==> src/eos_pkg.sv <==
// Package for the external oscillator start-up sequencer controller
package eos_pkg;

  // ************************************************************
  // Timing
  // ************************************************************
  localparam int unsigned CLK_PERIOD_NS  = 20;
  localparam int unsigned SETTLE_TIME_NS = 1000000;
  // Least time: round up
  localparam int unsigned SETTLE_CYCLES  = (SETTLE_TIME_NS + CLK_PERIOD_NS - 1) / CLK_PERIOD_NS;
  localparam int unsigned CNT_W          = 24;

  // ************************************************************
  // Frequency range codes
  // ************************************************************
  localparam logic [2:0] FREQ_XTAL_11M  = 3'h7;
  localparam logic [2:0] FREQ_WATCH_32K = 3'h1;
  localparam logic [2:0] FREQ_LOW_POWER = 3'h0;

  // ************************************************************
  // Controller register map (word addresses)
  // ************************************************************
  localparam logic [3:0] REG_CTRL   = 4'h0;
  localparam logic [3:0] REG_STATUS = 4'h1;
  localparam int unsigned CTRL_START_BIT = 0;
  localparam int unsigned CTRL_WATCH_BIT = 1;
  localparam int unsigned CTRL_LOWP_BIT  = 2;
  localparam int unsigned CTRL_ABORT_BIT = 3;
  localparam logic [31:0] CTRL_RESET    = 32'h0000_0000;

  // ************************************************************
  // Sequencer states
  // ************************************************************
  typedef enum logic [3:0] {
    ST_IDLE,
    ST_PINS_LOW,
    ST_ANALOG,
    ST_ENABLE,
    ST_WAIT,
    ST_POLL,
    ST_MCD,
    ST_SWITCH,
    ST_DONE
  } eos_state_t;

  // Device-side controls, driven as one group
  typedef struct packed {
    logic       crossbar_en;
    logic       port0_latch_bit2;
    logic       port0_latch_bit3;
    logic       pin_a_analog;
    logic       pin_b_analog;
    logic       osc_en;
    logic [2:0] ext_osc_freq_range;
    logic       missing_clk_det_en;
    logic       sysclk_sel_ext;
  } eos_dev_ctrl_t;

endpackage

==> src/eos_wait_timer.sv <==
// Minimum-wait timer for the oscillator settling interval
`timescale 1ns/1ns
`default_nettype none
module eos_wait_timer #(
  parameter int unsigned CYCLES = eos_pkg::SETTLE_CYCLES
) (
  input  wire logic ref_clk,
  input  wire logic rst_n,
  input  wire logic start,
  output logic      expired
);

  localparam int unsigned CW = eos_pkg::CNT_W;

  logic [CW-1:0] count;
  logic          running;

  always_ff @(posedge ref_clk or negedge rst_n) begin
    if (!rst_n) begin
      count   <= '0;
      running <= 1'b0;
      expired <= 1'b0;
    end else if (start) begin
      count   <= CW'(CYCLES - 1);
      running <= 1'b1;
      expired <= 1'b0;
    end else if (running) begin
      if (count == '0) begin
        running <= 1'b0;
        expired <= 1'b1;
      end else begin
        count <= count - 1'b1;
      end
    end
  end

endmodule
`default_nettype wire

==> src/eos_controller.sv <==
// Controller that brings up an external crystal and switches the system clock to it
// Contract
// - An 11.0592 MHz crystal uses frequency range code 111b.
// - A 32.768 kHz watch crystal uses frequency range code 001b.
// - After watch crystal stabilizes, code may drop to 000 for power.
// - Enable missing-clock detector before selecting any external clock source.
// - Wait at least 1 ms after enabling before sampling valid flag.
// - First drive both crystal pins low: crossbar on, two latches cleared.
// - Second, set both crystal pins to analog input before enabling oscillator.
// - After the wait, poll the valid flag until it reads one.
// - Once valid, enable the missing-clock detector before switching.
// - Finally select the external oscillator, only after all earlier steps.
`timescale 1ns/1ns
`default_nettype none
module eos_controller #(
  parameter int unsigned SETTLE_CYCLES = eos_pkg::SETTLE_CYCLES
) (
  input  wire logic           ref_clk,
  input  wire logic           rst_n,
  input  wire logic [3:0]     addr,
  input  wire logic [31:0]    wdata,
  input  wire logic           wr_en,
  input  wire logic           rd_en,
  output logic      [31:0]    rdata,
  input  wire logic           crystal_valid_flag,
  output eos_pkg::eos_dev_ctrl_t dev_ctrl
);

  // ************************************************************
  // Software registers
  // ************************************************************
  logic                 cfg_watch;
  logic                 cfg_lowp;
  logic                 start_pulse;
  logic                 abort_pulse;
  logic                 done;
  logic                 busy;
  eos_pkg::eos_state_t  state;
  eos_pkg::eos_state_t  next_state;
  logic                 timer_start;
  logic                 timer_expired;

  always_ff @(posedge ref_clk or negedge rst_n) begin
    if (!rst_n) begin
      cfg_watch <= eos_pkg::CTRL_RESET[eos_pkg::CTRL_WATCH_BIT];
      cfg_lowp  <= eos_pkg::CTRL_RESET[eos_pkg::CTRL_LOWP_BIT];
    end else if (wr_en && addr == eos_pkg::REG_CTRL) begin
      // Crystal type changes only with no crystal in use or with a new start,
      // so a running crystal never gets another crystal's code
      if (state == eos_pkg::ST_IDLE || (done && wdata[eos_pkg::CTRL_START_BIT])) begin
        cfg_watch <= wdata[eos_pkg::CTRL_WATCH_BIT];
      end
      cfg_lowp <= wdata[eos_pkg::CTRL_LOWP_BIT];
    end
  end

  assign start_pulse = wr_en && addr == eos_pkg::REG_CTRL && wdata[eos_pkg::CTRL_START_BIT];
  assign abort_pulse = wr_en && addr == eos_pkg::REG_CTRL && wdata[eos_pkg::CTRL_ABORT_BIT];
  assign busy        = state != eos_pkg::ST_IDLE && state != eos_pkg::ST_DONE;
  assign done        = state == eos_pkg::ST_DONE;

  always_ff @(posedge ref_clk or negedge rst_n) begin
    if (!rst_n) begin
      rdata <= 32'h0000_0000;
    end else if (rd_en) begin
      case (addr)
        eos_pkg::REG_CTRL:   rdata <= {29'h0, cfg_lowp, cfg_watch, 1'b0};
        eos_pkg::REG_STATUS: rdata <= {20'h0, 4'(state), 3'h0, crystal_valid_flag, 2'h0, done, busy};
        default:             rdata <= 32'h0000_0000;
      endcase
    end else begin
      rdata <= 32'h0000_0000;
    end
  end

  // ************************************************************
  // Sequencer
  // ************************************************************
  always_comb begin
    next_state  = state;
    timer_start = 1'b0;
    case (state)
      eos_pkg::ST_IDLE: begin
        if (start_pulse) begin
          next_state = eos_pkg::ST_PINS_LOW;
        end
      end
      eos_pkg::ST_PINS_LOW: next_state = eos_pkg::ST_ANALOG;
      eos_pkg::ST_ANALOG:   next_state = eos_pkg::ST_ENABLE;
      eos_pkg::ST_ENABLE: begin
        timer_start = 1'b1;
        next_state  = eos_pkg::ST_WAIT;
      end
      eos_pkg::ST_WAIT: begin
        if (timer_expired) begin
          next_state = eos_pkg::ST_POLL;
        end
      end
      eos_pkg::ST_POLL: begin
        if (crystal_valid_flag) begin
          next_state = eos_pkg::ST_MCD;
        end
      end
      eos_pkg::ST_MCD:    next_state = eos_pkg::ST_SWITCH;
      eos_pkg::ST_SWITCH: next_state = eos_pkg::ST_DONE;
      eos_pkg::ST_DONE: begin
        if (start_pulse) begin
          next_state = eos_pkg::ST_PINS_LOW;
        end
      end
      default: next_state = eos_pkg::ST_IDLE;
    endcase
    // Abort keeps the old clock; too late once the switch is issued,
    // since stopping the oscillator then would starve the core
    if (abort_pulse && busy && state != eos_pkg::ST_SWITCH) begin
      next_state = eos_pkg::ST_IDLE;
    end
  end

  always_ff @(posedge ref_clk or negedge rst_n) begin
    if (!rst_n) begin
      state <= eos_pkg::ST_IDLE;
    end else begin
      state <= next_state;
    end
  end

  eos_wait_timer #(
    .CYCLES (SETTLE_CYCLES)
  ) eos_wait_timer_i (
    .ref_clk (ref_clk),
    .rst_n   (rst_n),
    .start   (timer_start),
    .expired (timer_expired)
  );

  // ************************************************************
  // Device control outputs
  // ************************************************************
  always_ff @(posedge ref_clk or negedge rst_n) begin
    if (!rst_n) begin
      dev_ctrl <= '0;
    end else begin
      case (next_state)
        eos_pkg::ST_IDLE: begin
          dev_ctrl.osc_en             <= 1'b0;
          dev_ctrl.missing_clk_det_en <= 1'b0;
          dev_ctrl.pin_a_analog       <= 1'b0;
          dev_ctrl.pin_b_analog       <= 1'b0;
        end
        eos_pkg::ST_PINS_LOW: begin
          dev_ctrl.crossbar_en      <= 1'b1;
          dev_ctrl.port0_latch_bit2 <= 1'b0;
          dev_ctrl.port0_latch_bit3 <= 1'b0;
          dev_ctrl.sysclk_sel_ext   <= 1'b0;
          // Restart from DONE walks every step again from a stopped crystal
          dev_ctrl.osc_en             <= 1'b0;
          dev_ctrl.missing_clk_det_en <= 1'b0;
          dev_ctrl.pin_a_analog       <= 1'b0;
          dev_ctrl.pin_b_analog       <= 1'b0;
        end
        eos_pkg::ST_ANALOG: begin
          dev_ctrl.pin_a_analog <= 1'b1;
          dev_ctrl.pin_b_analog <= 1'b1;
        end
        eos_pkg::ST_ENABLE: begin
          dev_ctrl.osc_en             <= 1'b1;
          dev_ctrl.ext_osc_freq_range <= cfg_watch ? eos_pkg::FREQ_WATCH_32K
                                                   : eos_pkg::FREQ_XTAL_11M;
        end
        eos_pkg::ST_MCD: dev_ctrl.missing_clk_det_en <= 1'b1;
        eos_pkg::ST_SWITCH: dev_ctrl.sysclk_sel_ext <= 1'b1;
        eos_pkg::ST_DONE: begin
          // Low power code only for a stable watch crystal
          if (cfg_watch && cfg_lowp) begin
            dev_ctrl.ext_osc_freq_range <= eos_pkg::FREQ_LOW_POWER;
          end else if (cfg_watch) begin
            dev_ctrl.ext_osc_freq_range <= eos_pkg::FREQ_WATCH_32K;
          end
        end
        default: ;
      endcase
    end
  end

  // Oscillator-on cycles, counted apart from the wait timer
  localparam int unsigned CW = eos_pkg::CNT_W;
  logic [CW-1:0] osc_on_cycles;

  always_ff @(posedge ref_clk or negedge rst_n) begin
    if (!rst_n) begin
      osc_on_cycles <= '0;
    end else if (!dev_ctrl.osc_en) begin
      osc_on_cycles <= '0;
    end else if (osc_on_cycles != '1) begin
      osc_on_cycles <= osc_on_cycles + 1'b1;
    end
  end
endmodule
`default_nettype wire

==> config.mk <==
export PLATFORM = sky130hd
export DESIGN_NAME = eos_controller
export DESIGN_NICKNAME = d
export VERILOG_FILES = /design/src/eos_pkg.sv /design/src/eos_wait_timer.sv /design/src/eos_controller.sv
export SDC_FILE = /design/constraint.sdc
export NUM_CORES = 1
export LEC_CHECK = 0
export BUFFER_PORTS_ARGS = -buffer_cell sky130_fd_sc_hd__buf_2
export CAP_MARGIN = 20
export CELL_PAD_IN_SITES_DETAIL_PLACEMENT = 0
export CELL_PAD_IN_SITES_GLOBAL_PLACEMENT = 1
export CORE_ASPECT_RATIO = 1.1
export CORE_MARGIN = 1
export CORE_UTILIZATION = 34
export DETAILED_ROUTE_END_ITERATION = 6
export GPL_ROUTABILITY_DRIVEN = 0
export PLACE_DENSITY_LB_ADDON = 0.1
export SLEW_MARGIN = 5
export SYNTH_ARGS = -nofsm -noshare
export SYNTH_HDL_FRONTEND = slang
export SYNTH_SLANG_ARGS = --single-unit
==> constraint.sdc <==
create_clock -name ref_clk -period 2.3 [get_ports ref_clk]
set_input_delay 0.23 -clock ref_clk [delete_from_list [all_inputs] [get_ports ref_clk]]
set_output_delay 0.23 -clock ref_clk [all_outputs]
set_load 0.1 [all_outputs]
Word-level counts from Yosys, hierarchy flattened
Index checks and enable logic that the tools add are counted.

cells by class
  mux-type cells = 25
  add/subtract/negate cells = 1
  reduce and logical (&&, ||, !) cells = 27
  equality and inequality tests = 19

operators by type and width
  kind                     number
  $mux W24                 3
  $mux W32                 1
  $pmux W4 S8              1
  $eq A4 B3 Y1 const B     6
  $logic_not A24 Y1        1
  $pmux W12 S2             1
  $sub A24 B1 Y24 const B  1
  $eq A4 B2 Y1 const B     4
  $mux W4                  4
  $reduce_bool A2 Y1       7
  $eq A4 B1 Y1 const B     3
  $logic_not A4 Y1         3
  $mux W3                  3
  $eq A4 B4 Y1 const B     2
  $logic_and A1 B1 Y1      8
  $reduce_and A2 Y1        4
  $mux W1                  7
  $pmux W1 S2              3
  $pmux W3 S2              1
  $ne A4 B3 Y1 const B     1
  $ne A4 B4 Y1 const B     1
  $pmux W2 S2              1
  $reduce_bool A4 Y1       1
  $reduce_or A2 Y1         2
  other kinds (3)          3

storage, ports and cells
  word-level logic and storage cells = 86
  bits of input ports = 41
  register bits after elaboration = 73
  output and inout bits = 43

Depth between registers and ports, before layout
Gate-level depths: netlist of the first run.

  depth in word-level cells = 9
  gate-level depth with buffers = 8
  mapped depth without buffers = 8

Hierarchy
From an unflattened synthesis of the first run, not the netlist that was laid out.

second synthesis, totals
  cell total of the unflattened synthesis = 266
  area total of the unflattened synthesis = 2673.8 sq um

modules (own cells, without submodules)
  module          sequential area each (sq um)  cells an instance  times used  area an instance (sq um)
  eos_wait_timer  650.6                         151                1           1505.2
  eos_controller  525.5                         115                1           1168.6

Worst setup path before layout of the first run
No wires, ideal clock.

  kind = flip-flop to flip-flop
  start = register eos_wait_timer_i.count[19]
  end = register eos_wait_timer_i.count[19]
  clock period less this slack = 2181 ps
  buffers on the path = 0
  required time = 2168 ps
  slack = 119 ps
  library setup time = 132 ps
  arrival time = 2049 ps
  stages on the path, launching flop included = 7
  cells stage by stage = dfrtp_1 -> or4_4 -> or4_4 -> o311ai_4 -> nor4_1 -> xnor2_1 -> nor2_1

on the way
  word-level cells in the longest chain between the ends = 4
  elaborated cells between the ends (all ways) = 7
  classes of those cells = add/sub (1); eq/ne (1); mux (3); reduce/logical (2)

ends and longest elaborated chain
  element                 line                  text
  start, declared         eos_wait_timer.sv:15  logic [CW-1:0] count;
  start signal, assigned  eos_wait_timer.sv:24  count <= CW'(CYCLES - 1);
  start signal, assigned  eos_wait_timer.sv:32  count <= count - 1'b1;
  $sub A24 B1 Y24         eos_wait_timer.sv:32
  $mux W24                eos_wait_timer.sv:28  if (count == '0) begin
  $mux W24                eos_wait_timer.sv:27  end else if (running) begin
  $mux W24                eos_wait_timer.sv:23  end else if (start) begin

Parallel ways exist; a longest one is shown, timed or not. The select of a mux whose other input is x is not followed.
A chain may end at the register's enable or synchronous reset.

Worst setup path in the final report of the first run
  start = register eos_wait_timer_i.count[19]
  end = register eos_wait_timer_i.count[13]

on the way
  word-level cells in the longest chain between the ends = 3

ends and longest elaborated chain
  element                             line
  $logic_not A24 Y1                   eos_wait_timer.sv:28
  $ne A2 B1 Y1 (no source line)       --
  $reduce_and A2 Y1 (no source line)  --

No other way between the ends.

==> metrics.txt, run 1 <==
# TYPE chip_impl_metric gauge
chip_impl_info{name="most-common-layout-cells",value="dfrtp_1 (47), buf_2 (29), nor2_1 (26), conb_1 (26), buf_4 (23)"} 1
chip_impl_metric{name="io-pin-count",unit=""} 84
chip_impl_metric{name="grt_max_degree",unit=""} 27
chip_impl_metric{name="path_clk_slew",unit="ps"} 90
chip_impl_metric{name="worst-path-max-fanout",unit=""} 8
chip_impl_metric{name="port_buffers",unit=""} 29
chip_impl_metric{name="grt_pass1_wl",unit="mm"} 8.90
chip_impl_metric{name="setup_tns",unit="ps"} 0
chip_impl_metric{name="post_place_cells",unit=""} 384
chip_impl_metric{name="final_cells",unit=""} 395
chip_impl_info{name="worst_hold_path.endpoint",value="cfg_lowp"} 1
chip_impl_info{name="yosys_most_used_dff",value="dfrtp_1"} 1
chip_impl_info{name="holdCritPathClass",value="input pin to flop"} 1
chip_impl_info{name="critical-path-top-cell-by-count",value="or4_4"} 1
chip_impl_metric{name="static-leakage-power",unit="nW"} 1.43
chip_impl_metric{name="max_freq",unit="MHz"} 446
chip_impl_info{name="cell_breakdown_of_the_critical_path",value="or4_4, or4_4, o311ai_4, buf_6, nor3_1, xnor2_1, nor2_1"} 1
chip_impl_metric{name="area_growth_syn_to_layout",unit="%"} 17.0
chip_impl_metric{name="dieArea",unit="sq um"} 7790
chip_impl_metric{name="synth-edff-count",unit=""} 0
chip_impl_metric{name="clk_path_buf_depth",unit=""} 2
chip_impl_metric{name="detailedRoute.firstPassIterationCount",unit=""} 6
chip_impl_metric{name="synthDistinctLibCells",unit=""} 49
chip_impl_info{name="critPathLaunchType",value="flop"} 1
chip_impl_info{name="worstSetupEndpointType",value="flop"} 1
chip_impl_metric{name="ir_worst_vdd",unit="mV"} 0.884
chip_impl_info{name="rsz0062_at_grt",value="true"} 1
chip_impl_info{name="outcome",value="finished, violations left"} 1
chip_impl_metric{name="detail_route.wirelength",unit="mm"} 5.15
chip_impl_metric{name="slew_violations",unit=""} 0
chip_impl_metric{name="floorplan.die.height",unit="um"} 92.5
chip_impl_metric{name="post_synth_instance_area",unit="sq um"} 2530
chip_impl_metric{name="yosys_register_bits",unit=""} 47
chip_impl_metric{name="remaining_drc_errors",unit=""} 2
chip_impl_metric{name="post-place-ws",unit="ps"} 19.3
chip_impl_info{name="cts_root_buf",value="clkbuf_8"} 1
chip_impl_metric{name="post_route_worst_setup_slack",unit="ps"} 57.6
chip_impl_metric{name="hold_path_depth",unit=""} 2
chip_impl_metric{name="nFillCells",unit=""} 731
chip_impl_metric{name="synth-async-reset-ratio",unit=""} 1.00
chip_impl_metric{name="final_core_utilization",unit=""} 0.418
chip_impl_metric{name="chipWidth",unit="um"} 84.2
chip_impl_metric{name="start_util",unit=""} 0.357
chip_impl_metric{name="postPlaceCellArea",unit="sq um"} 2810
chip_impl_metric{name="route.vias.total",unit=""} 1893
chip_impl_metric{name="drt_iter0_markers",unit=""} 52
chip_impl_metric{name="reg2reg_depth",unit=""} 7
chip_impl_metric{name="via_count_of_the_first_global_routing_pass",unit=""} 1902
chip_impl_metric{name="yosys_warnings",unit=""} 0
chip_impl_metric{name="cp_data_arrival_time",unit="ps"} 2430
chip_impl_metric{name="num_rows",unit=""} 32
chip_impl_info{name="crit_slowest_cell",value="or4_4"} 1
chip_impl_metric{name="syn_avg_cell_area",unit="sq um"} 9.84
chip_impl_info{name="timing.rr.end",value="eos_wait_timer_i.count[13]"} 1
chip_impl_metric{name="critical_path.max_stage_delay",unit="ps"} 540
chip_impl_metric{name="hpwlAfterDp",unit="mm"} 3.83
chip_impl_info{name="tritoncts",value="yes"} 1
chip_impl_info{name="hp_start",value="wdata[2]"} 1
chip_impl_metric{name="grt_antenna_before_repair",unit=""} 0
chip_impl_metric{name="p_per_area",unit="nW/um^2"} 1180
chip_impl_info{name="r2r-start",value="eos_wait_timer_i.count[19]"} 1
chip_impl_metric{name="ctsHtreeMaxLevel",unit=""} 2
chip_impl_metric{name="finalHoldViolCount",unit=""} 0
chip_impl_metric{name="numCtsBuffers",unit=""} 5
chip_impl_metric{name="gr-usage-all-layers",unit=""} 0.145
chip_impl_metric{name="detail-route-antenna-nets",unit=""} 0
chip_impl_metric{name="rrSetupSlack",unit="ps"} 60
chip_impl_metric{name="worst-endpoint-required",unit="ps"} 2490
chip_impl_info{name="timing_worst_setup_path_type",value="flop to flop"} 1
chip_impl_metric{name="final_nets",unit=""} 351
chip_impl_metric{name="antenna-diode-count",unit=""} 0
chip_impl_metric{name="finalClockSkew",unit="ps"} 3.21
chip_impl_metric{name="setup_viol",unit=""} 0
chip_impl_metric{name="drt-vias-per-instance",unit=""} 4.79
chip_impl_metric{name="clock_insertion_delay_worst_skew",unit="ps"} 300
chip_impl_metric{name="seq_area_frac_synth",unit=""} 0.465
chip_impl_info{name="commonest_non_fill_non_tap_cell_in_the_layout",value="dfrtp_1"} 1
chip_impl_metric{name="postSynthCellCount",unit=""} 257
chip_impl_metric{name="core",unit="sq um"} 7090
chip_impl_metric{name="drv.max_cap_violation_count",unit=""} 0
chip_impl_metric{name="fin_crit",unit="ps"} 2240
chip_impl_metric{name="final_design_area_no_fill",unit="sq um"} 2960
chip_impl_metric{name="globalRouteOverflowTotal",unit=""} 0
chip_impl_metric{name="clock_sinks",unit=""} 47
chip_impl_info{name="violations_in_the_final_reports",value="design-rule violations"} 1
chip_impl_metric{name="share_of_cells_above_drive_strength_1",unit=""} 0.271
chip_impl_metric{name="post-route-period-util",unit=""} 0.975
chip_impl_metric{name="wl_cell",unit="um"} 13.0
final cells by class:
type / instances / area (sq um) / share of cell area
Clock buffer: 5 / 68.8 / 0.0233
Multi-Input combinational cell: 194 / 1210 / 0.410
Sequential cell: 47 / 1180 / 0.397
Clock inverter: 3 / 22.5 / 0.00761
Tap cell: 85 / 106 / 0.0359
Inverter: 6 / 22.5 / 0.00761
Timing Repair Buffer: 55 / 350 / 0.118
what timing repair did:
action	CTS	global route
endpoints found under the setup margin	1	12
endpoints found under the hold margin	5	0
pin swaps	0	4
resized for setup	1	6
hold buffers	1	0
buffers inserted	0	2
Yosys cell counts (3+ instances only):
master	number	share of area
nand2_1	16	0.024
nor4_1	7	0.017
nor2_1	27	0.040
dfrtp_1	47	0.46
or3_1	7	0.017
and2_1	6	0.015
clkbuf_1	6	0.0089
and3_1	5	0.012
or2_2	3	0.0074
xnor2_1	10	0.035
or3_2	3	0.0089
o21ai_0	7	0.014
nand2b_1	5	0.012
a21oi_1	7	0.014
xor2_1	8	0.028
buf_4	28	0.083
o211a_1	3	0.012
nand3_1	9	0.018
nor3_1	11	0.022
or4_4	3	0.013
inv_1	6	0.0089
worst max-delay path: cells and delay by family, from the launching register on:
family / cells / cell delay [ps]
xor gates and xnor gates: 1 / 130
DFF: 1 / 400
and+or+nand+nor: 4 / 1140
buffers and inverters: 1 / 180
AOI/OAI and AO/OA: 1 / 290
power breakdown:
group | internal [mW] | total, mW | switching (mW)
sequential | 1.04 | 1.25 | 0.207
combinational | 0.516 | 1.73 | 1.21
clock | 0.220 | 0.515 | 0.295
worst max path at each step:
stage / from / end / slack, ps / depth (start not counted)
5_1_grt: eos_wait_timer_i.count[9] / eos_wait_timer_i.count[14] / -50 / 6
6_report: eos_wait_timer_i.count[19] / eos_wait_timer_i.count[13] / 60 / 7
2_1_floorplan: eos_wait_timer_i.count[19] / eos_wait_timer_i.count[19] / 120 / 6
4_1_cts: eos_wait_timer_i.count[19] / eos_wait_timer_i.count[18] / 30 / 7
3_5_place_dp: eos_wait_timer_i.count[19] / eos_wait_timer_i.count[12] / 20 / 7
3_3_place_gp: eos_wait_timer_i.count[18] / eos_wait_timer_i.count[12] / 20 / 7
through the flow:
stage,hold WS [ps],power (mW)
4_1_cts,144,3.53
2_1_floorplan,-65.6,2.63
5_1_grt,140,3.74
3_3_place_gp,64.7,2.98
3_5_place_dp,66.5,2.99
6_report,154,3.49
logic make-up after synthesis:
group / synth area share
DFF: 0.465
and+or+nand+nor: 0.259
other: 0.00148
muxes: 0.00890
xor gates and xnor gates: 0.0623
adders and majority gates: 0.00494
buffers and inverters: 0.102
AOI/OAI and AO/OA: 0.0959
per-layer routing:
metal,vias up,GRT usage,share of wire
met2,31,0.254,0.51
met1,912,0.178,0.45
met3,4,0.0294,0.029
met4,0,0.0474,0.010
li1,946,-,-
met5,-,0,0
sequential cells by signal (all words and copies together) (netlist names):
signal and cells:
eos_wait_timer_i.running 1, state 4, eos_wait_timer_i.expired 1, cfg_lowp 1
rdata 8, eos_wait_timer_i.count 24, cfg_watch 1, dev_ctrl 7
Power figures use the tool's default switching activity.
==> inputs of run 2 (changes only) <==
--- a/config.mk
+++ b/config.mk
@@ -7,11 +7,11 @@
 export LEC_CHECK = 0
 export BUFFER_PORTS_ARGS = -buffer_cell sky130_fd_sc_hd__buf_2
 export CAP_MARGIN = 20
-export CELL_PAD_IN_SITES_DETAIL_PLACEMENT = 0
-export CELL_PAD_IN_SITES_GLOBAL_PLACEMENT = 1
+export CELL_PAD_IN_SITES_DETAIL_PLACEMENT = 2
+export CELL_PAD_IN_SITES_GLOBAL_PLACEMENT = 2
 export CORE_ASPECT_RATIO = 1.1
 export CORE_MARGIN = 1
-export CORE_UTILIZATION = 34
+export CORE_UTILIZATION = 27
 export DETAILED_ROUTE_END_ITERATION = 6
 export GPL_ROUTABILITY_DRIVEN = 0
 export PLACE_DENSITY_LB_ADDON = 0.1
==> run 2 against run 1 <==
  * The flow now finishes without violations
  * Clock-buffer cell count is 3 higher
  * Via count is 6.2% higher
  * Highest routed layer unchanged
  * Global-route usage is 0.13 points lower
  * Maximum frequency is 1.9% lower
  * Critical path depth stayed put
  * Largest power group unchanged
==> metrics.txt, run 2 (synthesis gave the netlist of run 1 again) <==
# TYPE chip_impl_metric gauge
chip_impl_metric{name="pwr-share-seq",unit=""} 0.343
chip_impl_info{name="cell_breakdown_of_the_critical_path",value="or4_4, or4_4, o311ai_4, buf_12, nor4_1, xnor2_1, nor2_1"} 1
chip_impl_info{name="registers.top_by_ff_count",value="eos_wait_timer_i.count"} 1
chip_impl_metric{name="grt_antenna_before_repair",unit=""} 0
chip_impl_metric{name="met1_usage",unit=""} 0.175
chip_impl_metric{name="clk_path_buf_depth",unit=""} 2
chip_impl_metric{name="worst-path-max-fanout",unit=""} 8
chip_impl_metric{name="clock_sinks",unit=""} 47
chip_impl_info{name="global_route.peak_usage_layer",value="met2"} 1
chip_impl_metric{name="fin_crit",unit="ps"} 2290
chip_impl_info{name="cts_root_buf",value="clkbuf_8"} 1
chip_impl_metric{name="grtUsageMet3",unit=""} 0.0220
chip_impl_metric{name="start_util",unit=""} 0.282
chip_impl_metric{name="dieArea",unit="sq um"} 9760
chip_impl_metric{name="detail-route-antenna-nets",unit=""} 0
chip_impl_metric{name="io-pin-count",unit=""} 84
chip_impl_metric{name="drt_iter0_markers",unit=""} 18
chip_impl_metric{name="floorplan.die.height",unit="um"} 104
chip_impl_metric{name="drv.max_cap_violation_count",unit=""} 0
chip_impl_metric{name="pwr-share-clk",unit=""} 0.155
chip_impl_metric{name="area_growth_syn_to_layout",unit="%"} 23.4
chip_impl_info{name="worst_path_dominant_cell_family",value="simple AND/OR/NAND/NOR gates"} 1
chip_impl_metric{name="largest_reg_flops",unit=""} 24
chip_impl_metric{name="slew_violations",unit=""} 0
chip_impl_info{name="outcome",value="finished clean"} 1
chip_impl_metric{name="globalRouteMet2Util",unit=""} 0.261
chip_impl_metric{name="power_report.internal_total",unit="mW"} 1.86
chip_impl_metric{name="ctsHtreeMaxLevel",unit=""} 2
chip_impl_metric{name="post-route-period-util",unit=""} 0.994
chip_impl_metric{name="max_freq",unit="MHz"} 437
chip_impl_metric{name="share_of_cells_above_drive_strength_1",unit=""} 0.298
chip_impl_metric{name="hpwlAfterDp",unit="mm"} 4.99
chip_impl_metric{name="final_nets",unit=""} 360
chip_impl_info{name="worstSetupEndpointType",value="flop"} 1
chip_impl_metric{name="drt-vias-per-instance",unit=""} 4.64
chip_impl_metric{name="comb_power_share",unit=""} 0.502
chip_impl_metric{name="remaining_drc_errors",unit=""} 0
chip_impl_info{name="critical-path-top-cell-by-count",value="or4_4"} 1
chip_impl_metric{name="finalClockSkew",unit="ps"} 16.8
chip_impl_metric{name="detail_route.wirelength",unit="mm"} 6.59
chip_impl_metric{name="cp_num_buf_inv",unit=""} 1
chip_impl_metric{name="p_per_area",unit="nW/um^2"} 1160
chip_impl_metric{name="detailedRoute.firstPassIterationCount",unit=""} 4
chip_impl_info{name="most-common-layout-cells",value="dfrtp_1 (47), buf_4 (31), buf_2 (29), nor2_1 (26), conb_1 (26)"} 1
chip_impl_metric{name="grt_pass1_wl",unit="mm"} 11.0
chip_impl_metric{name="p_sw",unit="mW"} 1.77
chip_impl_info{name="rsz0062_at_grt",value="true"} 1
chip_impl_metric{name="setup_viol",unit=""} 0
chip_impl_info{name="critPathLaunchType",value="flop"} 1
chip_impl_metric{name="nFillCells",unit=""} 1015
chip_impl_info{name="holdCritPathClass",value="input pin to flop"} 1
chip_impl_metric{name="critical_path.max_stage_delay",unit="ps"} 530
chip_impl_info{name="timing_worst_setup_path_type",value="flop to flop"} 1
chip_impl_info{name="crit_slowest_cell",value="or4_4"} 1
chip_impl_metric{name="port_buffers",unit=""} 29
chip_impl_metric{name="chipWidth",unit="um"} 94.3
chip_impl_metric{name="setup_tns",unit="ps"} 0
chip_impl_metric{name="num_rows",unit=""} 36
chip_impl_metric{name="static-leakage-power",unit="nW"} 1.49
chip_impl_metric{name="wl_cell",unit="um"} 15.2
chip_impl_metric{name="antenna-diode-count",unit=""} 0
chip_impl_info{name="commonest_non_fill_non_tap_cell_in_the_layout",value="dfrtp_1"} 1
chip_impl_metric{name="path_clk_slew",unit="ps"} 90
chip_impl_metric{name="netSwitchingFraction",unit=""} 0.488
chip_impl_metric{name="route.vias.total",unit=""} 2011
chip_impl_metric{name="cp_data_arrival_time",unit="ps"} 2480
chip_impl_metric{name="numCtsBuffers",unit=""} 5
chip_impl_metric{name="via_count_of_the_first_global_routing_pass",unit=""} 2198
chip_impl_metric{name="finalHoldViolCount",unit=""} 0
chip_impl_metric{name="globalRouteOverflowTotal",unit=""} 0
chip_impl_metric{name="timing.slew.headroom",unit=""} 0.662
chip_impl_metric{name="worst-endpoint-required",unit="ps"} 2490
chip_impl_metric{name="ir_worst_vdd",unit="mV"} 0.689
chip_impl_metric{name="tightest_slew",unit="ps"} 502
chip_impl_metric{name="grt_max_degree",unit=""} 18
chip_impl_metric{name="clock_insertion_delay_worst_skew",unit="ps"} 300
chip_impl_info{name="tritoncts",value="yes"} 1
chip_impl_metric{name="gr-usage-all-layers",unit=""} 0.144
chip_impl_info{name="top_flop_regs",value="eos_wait_timer_i.count x24, rdata x8, dev_ctrl x7"} 1
chip_impl_metric{name="core",unit="sq um"} 8960
chip_impl_metric{name="final_core_utilization",unit=""} 0.348
==> run 2: cell types whose count changed in the layout (fill, tap and decap cells not counted), moves of 2 or more <==
cell / change
nor4_1: -2
nor4_4: +2
inv_6: -2
clkbuf_8: +2
buf_4: +8
==> run 2: power by group through the flow <==
stage	combinational [mW]	clock [mW]	sequential (mW)
after floorplan	1.08	0	1.55
after global placement	1.78	0	1.25
after detailed placement	1.81	0	1.26
after CTS	1.82	0.595	1.25
after global routing	1.98	0.625	1.28
final	1.82	0.562	1.24
==> run 2: area by class of cell <==
cell class	count	area, sq um	area share
clock buffers	8	100	0.0321
inverters	6	22.5	0.00721
multi-input cells	194	1250	0.400
repair buffers	64	430	0.138
well taps	114	143	0.0457
flip-flops and latches	47	1180	0.377
==> run 2: worst paths after layout <==
path	to	cells past startpoint	slack (ps)	from
worst max-delay path	eos_wait_timer_i.count[23]	7	10	eos_wait_timer_i.count[18]
worst min-delay path	cfg_lowp	2	160	wdata[2]
worst max register to register	eos_wait_timer_i.count[23]	7	10	eos_wait_timer_i.count[18]
worst min register to register	dev_ctrl[10]	1	470	dev_ctrl[10]
max in group asynchronous	dev_ctrl[1]	3	1340	rst_n
min in group asynchronous	eos_wait_timer_i.count[17]	2	380	rst_n
==> run 2: stage by stage <==
| stage | hold slack, ps | worst slack [ps] | std cells | cell area [sq um] | total power [mW] |
|---|---|---|---|---|---|
| 2_1_floorplan | -65.6 | 119 | 282 | 2620 | 2.63 |
| 5_1_grt | 160 | -67.7 | 433 | 3120 | 3.88 |
| 6_report | 159 | 13.1 | 433 | 3120 | 3.63 |
| 3_5_place_dp | 176 | -52.9 | 420 | 2910 | 3.08 |
| 3_3_place_gp | 179 | -14.1 | 420 | 2910 | 3.04 |
| 4_1_cts | 150 | -1.97 | 432 | 3050 | 3.67 |
==> run 2: routing by layer <==
layer / vias up / wire, um
li1: 961 / -
met1: 1022 / 2770
met2: 24 / 3650
met3: 4 / 120
met4: 0 / 51
met5: - / 0
==> run 2: what timing repair did <==
item                                   CTS  global route
endpoints found under the hold margin   14             0
gates resized for setup                  2            11
cloned                                   0             0
hold buffers                             1             0
setup endpoints to repair                4            17
buffers inserted                         3             1
pin swaps                                1             6
==> inputs of run 3 (changes only) <==
--- a/config.mk
+++ b/config.mk
@@ -11,11 +11,12 @@
 export CELL_PAD_IN_SITES_GLOBAL_PLACEMENT = 2
 export CORE_ASPECT_RATIO = 1.1
 export CORE_MARGIN = 1
-export CORE_UTILIZATION = 27
+export CORE_UTILIZATION = 28
 export DETAILED_ROUTE_END_ITERATION = 6
 export GPL_ROUTABILITY_DRIVEN = 0
-export PLACE_DENSITY_LB_ADDON = 0.1
+export PLACE_DENSITY_LB_ADDON = 0.08
 export SLEW_MARGIN = 5
 export SYNTH_ARGS = -nofsm -noshare
 export SYNTH_HDL_FRONTEND = slang
+export SYNTH_HIERARCHICAL = 1
 export SYNTH_SLANG_ARGS = --single-unit
==> run 3 against run 2 <==
  * Cell count shrank 0.46%
  * Combinational power increased by 11%
  * Area after synthesis is 5.7% higher
  * Utilization decreased by 0.83 points
  * First-iteration DRC count increased by 140%
  * Hold slack got worse by 35 ps
  * Sequential power increased by 8%
  * Clock power down 11%
  * Largest cell class unchanged
==> metrics.txt, run 3 <==
# TYPE chip_impl_metric gauge
chip_impl_metric{name="route.vias.total",unit=""} 2008
chip_impl_info{name="rsz0062_at_grt",value="true"} 1
chip_impl_metric{name="detail_route.wirelength",unit="mm"} 6.57
chip_impl_metric{name="cp_num_buf_inv",unit=""} 2
chip_impl_info{name="yosys.cell_count.top_type",value="dfrtp_1"} 1
chip_impl_metric{name="yosys_register_bits",unit=""} 47
chip_impl_info{name="post-synth-top-area-cell",value="dfrtp_1"} 1
chip_impl_info{name="cts_root_buf",value="clkbuf_8"} 1
chip_impl_metric{name="clock_insertion_delay_worst_skew",unit="ps"} 300
chip_impl_metric{name="largest_reg_flops",unit=""} 24
chip_impl_metric{name="reg2reg_depth",unit=""} 8
chip_impl_info{name="tritoncts",value="yes"} 1
chip_impl_metric{name="remaining_drc_errors",unit=""} 0
chip_impl_metric{name="worst-path-stages",unit=""} 8
chip_impl_info{name="worstSetupEndpointType",value="flop"} 1
chip_impl_info{name="timing.rr.end",value="eos_wait_timer_i/count[17]"} 1
chip_impl_metric{name="rrSetupSlack",unit="ps"} 60
chip_impl_info{name="holdCritPathClass",value="input pin to flop"} 1
chip_impl_metric{name="fin_crit",unit="ps"} 2240
chip_impl_metric{name="totalPowerFinal",unit="mW"} 3.86
chip_impl_info{name="commonest_non_fill_non_tap_cell_in_the_layout",value="dfrtp_1"} 1
chip_impl_metric{name="setup_tns",unit="ps"} 0
chip_impl_metric{name="grt_max_degree",unit=""} 33
chip_impl_metric{name="setup_viol",unit=""} 0
chip_impl_info{name="top_flop_regs",value="eos_wait_timer_i/count x24, rdata x8, dev_ctrl x7"} 1
chip_impl_metric{name="via_count_of_the_first_global_routing_pass",unit=""} 2148
chip_impl_metric{name="finalHoldViolCount",unit=""} 0
chip_impl_metric{name="floorplan.die.height",unit="um"} 104
chip_impl_metric{name="hold_path_depth",unit=""} 2
chip_impl_metric{name="comb_power_share",unit=""} 0.523
chip_impl_metric{name="path_clk_slew",unit="ps"} 90
chip_impl_metric{name="pwr-share-clk",unit=""} 0.130
chip_impl_info{name="registers.top_by_ff_count",value="eos_wait_timer_i/count"} 1
chip_impl_info{name="outcome",value="finished clean"} 1
chip_impl_metric{name="num_rows",unit=""} 37
chip_impl_info{name="worst_hold_path.endpoint",value="rdata[2]"} 1
chip_impl_metric{name="finalClockSkew",unit="ps"} 3.12
chip_impl_metric{name="grt_antenna_before_repair",unit=""} 0
chip_impl_info{name="cell_breakdown_of_the_critical_path",value="inv_2, ha_4, or4b_4, nor4b_4, a31o_1, buf_4, nor3_2, mux2_4"} 1
chip_impl_metric{name="drv.max_cap_violation_count",unit=""} 0
chip_impl_metric{name="pwr-share-seq",unit=""} 0.347
chip_impl_metric{name="netSwitchingFraction",unit=""} 0.488
chip_impl_metric{name="worst-path-max-fanout",unit=""} 4
chip_impl_metric{name="synthDistinctLibCells",unit=""} 55
chip_impl_metric{name="antenna-diode-count",unit=""} 0
chip_impl_metric{name="ir_worst_vdd",unit="mV"} 0.509
chip_impl_info{name="worst_path_dominant_cell_family",value="simple AND/OR/NAND/NOR gates"} 1
chip_impl_metric{name="p_per_area",unit="nW/um^2"} 1220
chip_impl_metric{name="max_freq",unit="MHz"} 447
chip_impl_info{name="netlist_top_cells_count",value="dfrtp_1 (47), buf_4 (28), nor2_1 (22), nand2_1 (13)"} 1
chip_impl_info{name="most-common-layout-cells",value="dfrtp_1 (47), buf_2 (29), conb_1 (26), nor2_1 (22), buf_4 (17)"} 1
chip_impl_metric{name="yosys_warnings",unit=""} 6
chip_impl_metric{name="dieArea",unit="sq um"} 9940
chip_impl_metric{name="cp_data_arrival_time",unit="ps"} 2430
chip_impl_metric{name="timing.slew.headroom",unit=""} 0.557
chip_impl_metric{name="ctsHtreeMaxLevel",unit=""} 2
chip_impl_metric{name="worst-endpoint-required",unit="ps"} 2490
chip_impl_metric{name="globalRouteOverflowTotal",unit=""} 0
chip_impl_metric{name="static-leakage-power",unit="nW"} 1.39
chip_impl_metric{name="final_nets",unit=""} 356
chip_impl_metric{name="post-route-period-util",unit=""} 0.973
chip_impl_metric{name="drt_iter0_markers",unit=""} 43
chip_impl_metric{name="p_sw",unit="mW"} 1.88
chip_impl_metric{name="final_cells",unit=""} 431
chip_impl_metric{name="synthDominantCellAreaShare",unit=""} 0.440
chip_impl_metric{name="share_of_cells_above_drive_strength_1",unit=""} 0.283
chip_impl_metric{name="post_synth_instance_area",unit="sq um"} 2670
chip_impl_metric{name="clock_sinks",unit=""} 47
chip_impl_metric{name="clk_path_buf_depth",unit=""} 2
chip_impl_info{name="critPathLaunchType",value="flop"} 1
chip_impl_metric{name="area_growth_syn_to_layout",unit="%"} 18.3
chip_impl_info{name="yosys_most_used_dff",value="dfrtp_1"} 1
chip_impl_metric{name="seq_area_frac_synth",unit=""} 0.440
chip_impl_info{name="synth.top_cells.by_area",value="dfrtp_1 (44%), buf_4 (7.9%), xnor2_1 (3.6%), nor2_1 (3.1%), nand2b_1 (2.3%)"} 1
chip_impl_metric{name="grt_pass1_wl",unit="mm"} 10.9
chip_impl_metric{name="detail-route-antenna-nets",unit=""} 0
chip_impl_metric{name="fin_hold_ws",unit="ps"} 124
chip_impl_info{name="r2r-start",value="eos_wait_timer_i/count[1]"} 1
chip_impl_metric{name="power_report.internal_total",unit="mW"} 1.97
chip_impl_metric{name="tightest_slew",unit="ps"} 665
chip_impl_metric{name="gr-usage-all-layers",unit=""} 0.142
chip_impl_metric{name="critical_path.max_stage_delay",unit="ps"} 470
chip_impl_metric{name="postSynthCellCount",unit=""} 266
chip_impl_info{name="timing_worst_setup_path_type",value="flop to flop"} 1
chip_impl_metric{name="numCtsBuffers",unit=""} 5
chip_impl_metric{name="port_buffers",unit=""} 29
chip_impl_metric{name="syn_avg_cell_area",unit="sq um"} 10.1
chip_impl_metric{name="postPlaceCellArea",unit="sq um"} 2930
chip_impl_info{name="hp_start",value="addr[0]"} 1
chip_impl_metric{name="core",unit="sq um"} 9310
chip_impl_metric{name="wl_cell",unit="um"} 15.2
chip_impl_metric{name="final_design_area_no_fill",unit="sq um"} 3160
chip_impl_metric{name="detailedRoute.firstPassIterationCount",unit=""} 3
chip_impl_metric{name="nFillCells",unit=""} 1048
chip_impl_metric{name="io-pin-count",unit=""} 84
chip_impl_metric{name="hpwlAfterDp",unit="mm"} 4.90
chip_impl_metric{name="post_place_cells",unit=""} 415
chip_impl_metric{name="start_util",unit=""} 0.287
chip_impl_metric{name="chipWidth",unit="um"} 95.2
chip_impl_metric{name="synth-edff-count",unit=""} 0
chip_impl_metric{name="drt-vias-per-instance",unit=""} 4.66
chip_impl_metric{name="synth-async-reset-ratio",unit=""} 1.00
chip_impl_info{name="crit_slowest_cell",value="or4b_4"} 1
chip_impl_metric{name="slew_violations",unit=""} 0
-- run 3: changes by cell type after synthesis, moves of 4 or more --
cell      delta
nand2b_1     +5
o21ai_0      -4
or4_1        +6
a31oi_1      +4
nor2_1       -5
nor2b_1      +5
xor2_1       -8
a21oi_1      +4
nor3_1       -4
mux2i_1      +4
nor3_2       +4
-- run 3: cell families after synthesis --
logic type                 synth area share
AOI/OAI and AO/OA                     0.113
muxes                                0.0276
buffers and inverters                 0.116
DFF                                   0.440
other                               0.00140
adders and majority gates           0.00936
xor gates and xnor gates             0.0360
and+or+nand+nor                       0.257
-- run 3: power groups by stage --
stage / clock, mW / combinational [mW] / sequential (mW)
after floorplan: 0 / 1.20 / 1.59
after global placement: 0 / 1.83 / 1.35
after CTS: 0.533 / 1.87 / 1.34
final: 0.501 / 2.02 / 1.34
after detailed placement: 0 / 1.86 / 1.36
after global routing: 0.565 / 2.19 / 1.39
-- run 3: how the worst max path moves through the flow --
stage | slack, ps | endpoint | start
6_report | 60 | eos_wait_timer_i/count[17] | eos_wait_timer_i/count[1]
2_1_floorplan | 90 | eos_wait_timer_i/count[17] | eos_wait_timer_i/count[0]
4_1_cts | 60 | eos_wait_timer_i/count[7] | eos_wait_timer_i/count[1]
5_1_grt | -40 | eos_wait_timer_i/count[11] | eos_wait_timer_i/count[1]
3_5_place_dp | 100 | eos_wait_timer_i/count[17] | eos_wait_timer_i/count[1]
3_3_place_gp | 140 | eos_wait_timer_i/count[17] | eos_wait_timer_i/count[1]
-- run 3: cell type report --
class / count / area (sq um) / share of cell area
Clock inverter: 2 / 12.5 / 0.00396
Clock buffer: 6 / 72.6 / 0.0229
Multi-Input combinational cell: 197 / 1340 / 0.425
Inverter: 10 / 37.5 / 0.0119
Timing Repair Buffer: 52 / 374 / 0.118
Tap cell: 117 / 146 / 0.0463
Sequential cell: 47 / 1180 / 0.372
-- run 3: worst register-to-register path: stages, from the launching register on --
cell and delay (ps):
dfrtp_1 400, inv_2 90, ha_4 120, or4b_4 470, nor4b_4 340, a31o_1 260
buf_4 130, nor3_2 40, mux2_4 290
-- run 3: repair_timing --
item / 4_1_cts / 5_1_grt
hold buffers: 1 / 0
buffers inserted: 0 / 7
resized for setup: 0 / 16
setup endpoints to repair: 0 / 9
hold endpoints to repair: 24 / 0
-- run 3: metrics by stage --
stage	setup slack (ps)	utilization
CTS	63.9	0.325
finish	61.9	0.340
detailed placement	99.5	0.315
global placement	141	0.315
global route	-35.5	0.340
floorplan	94.7	-
-- run 3: layer usage --
metal	GRT usage	vias to the layer above	wire, um
li1	-	968	-
met5	0	-	0
met3	0.0249	6	149
met4	0.0422	0	82
met2	0.252	25	3530
met1	0.169	1009	2810
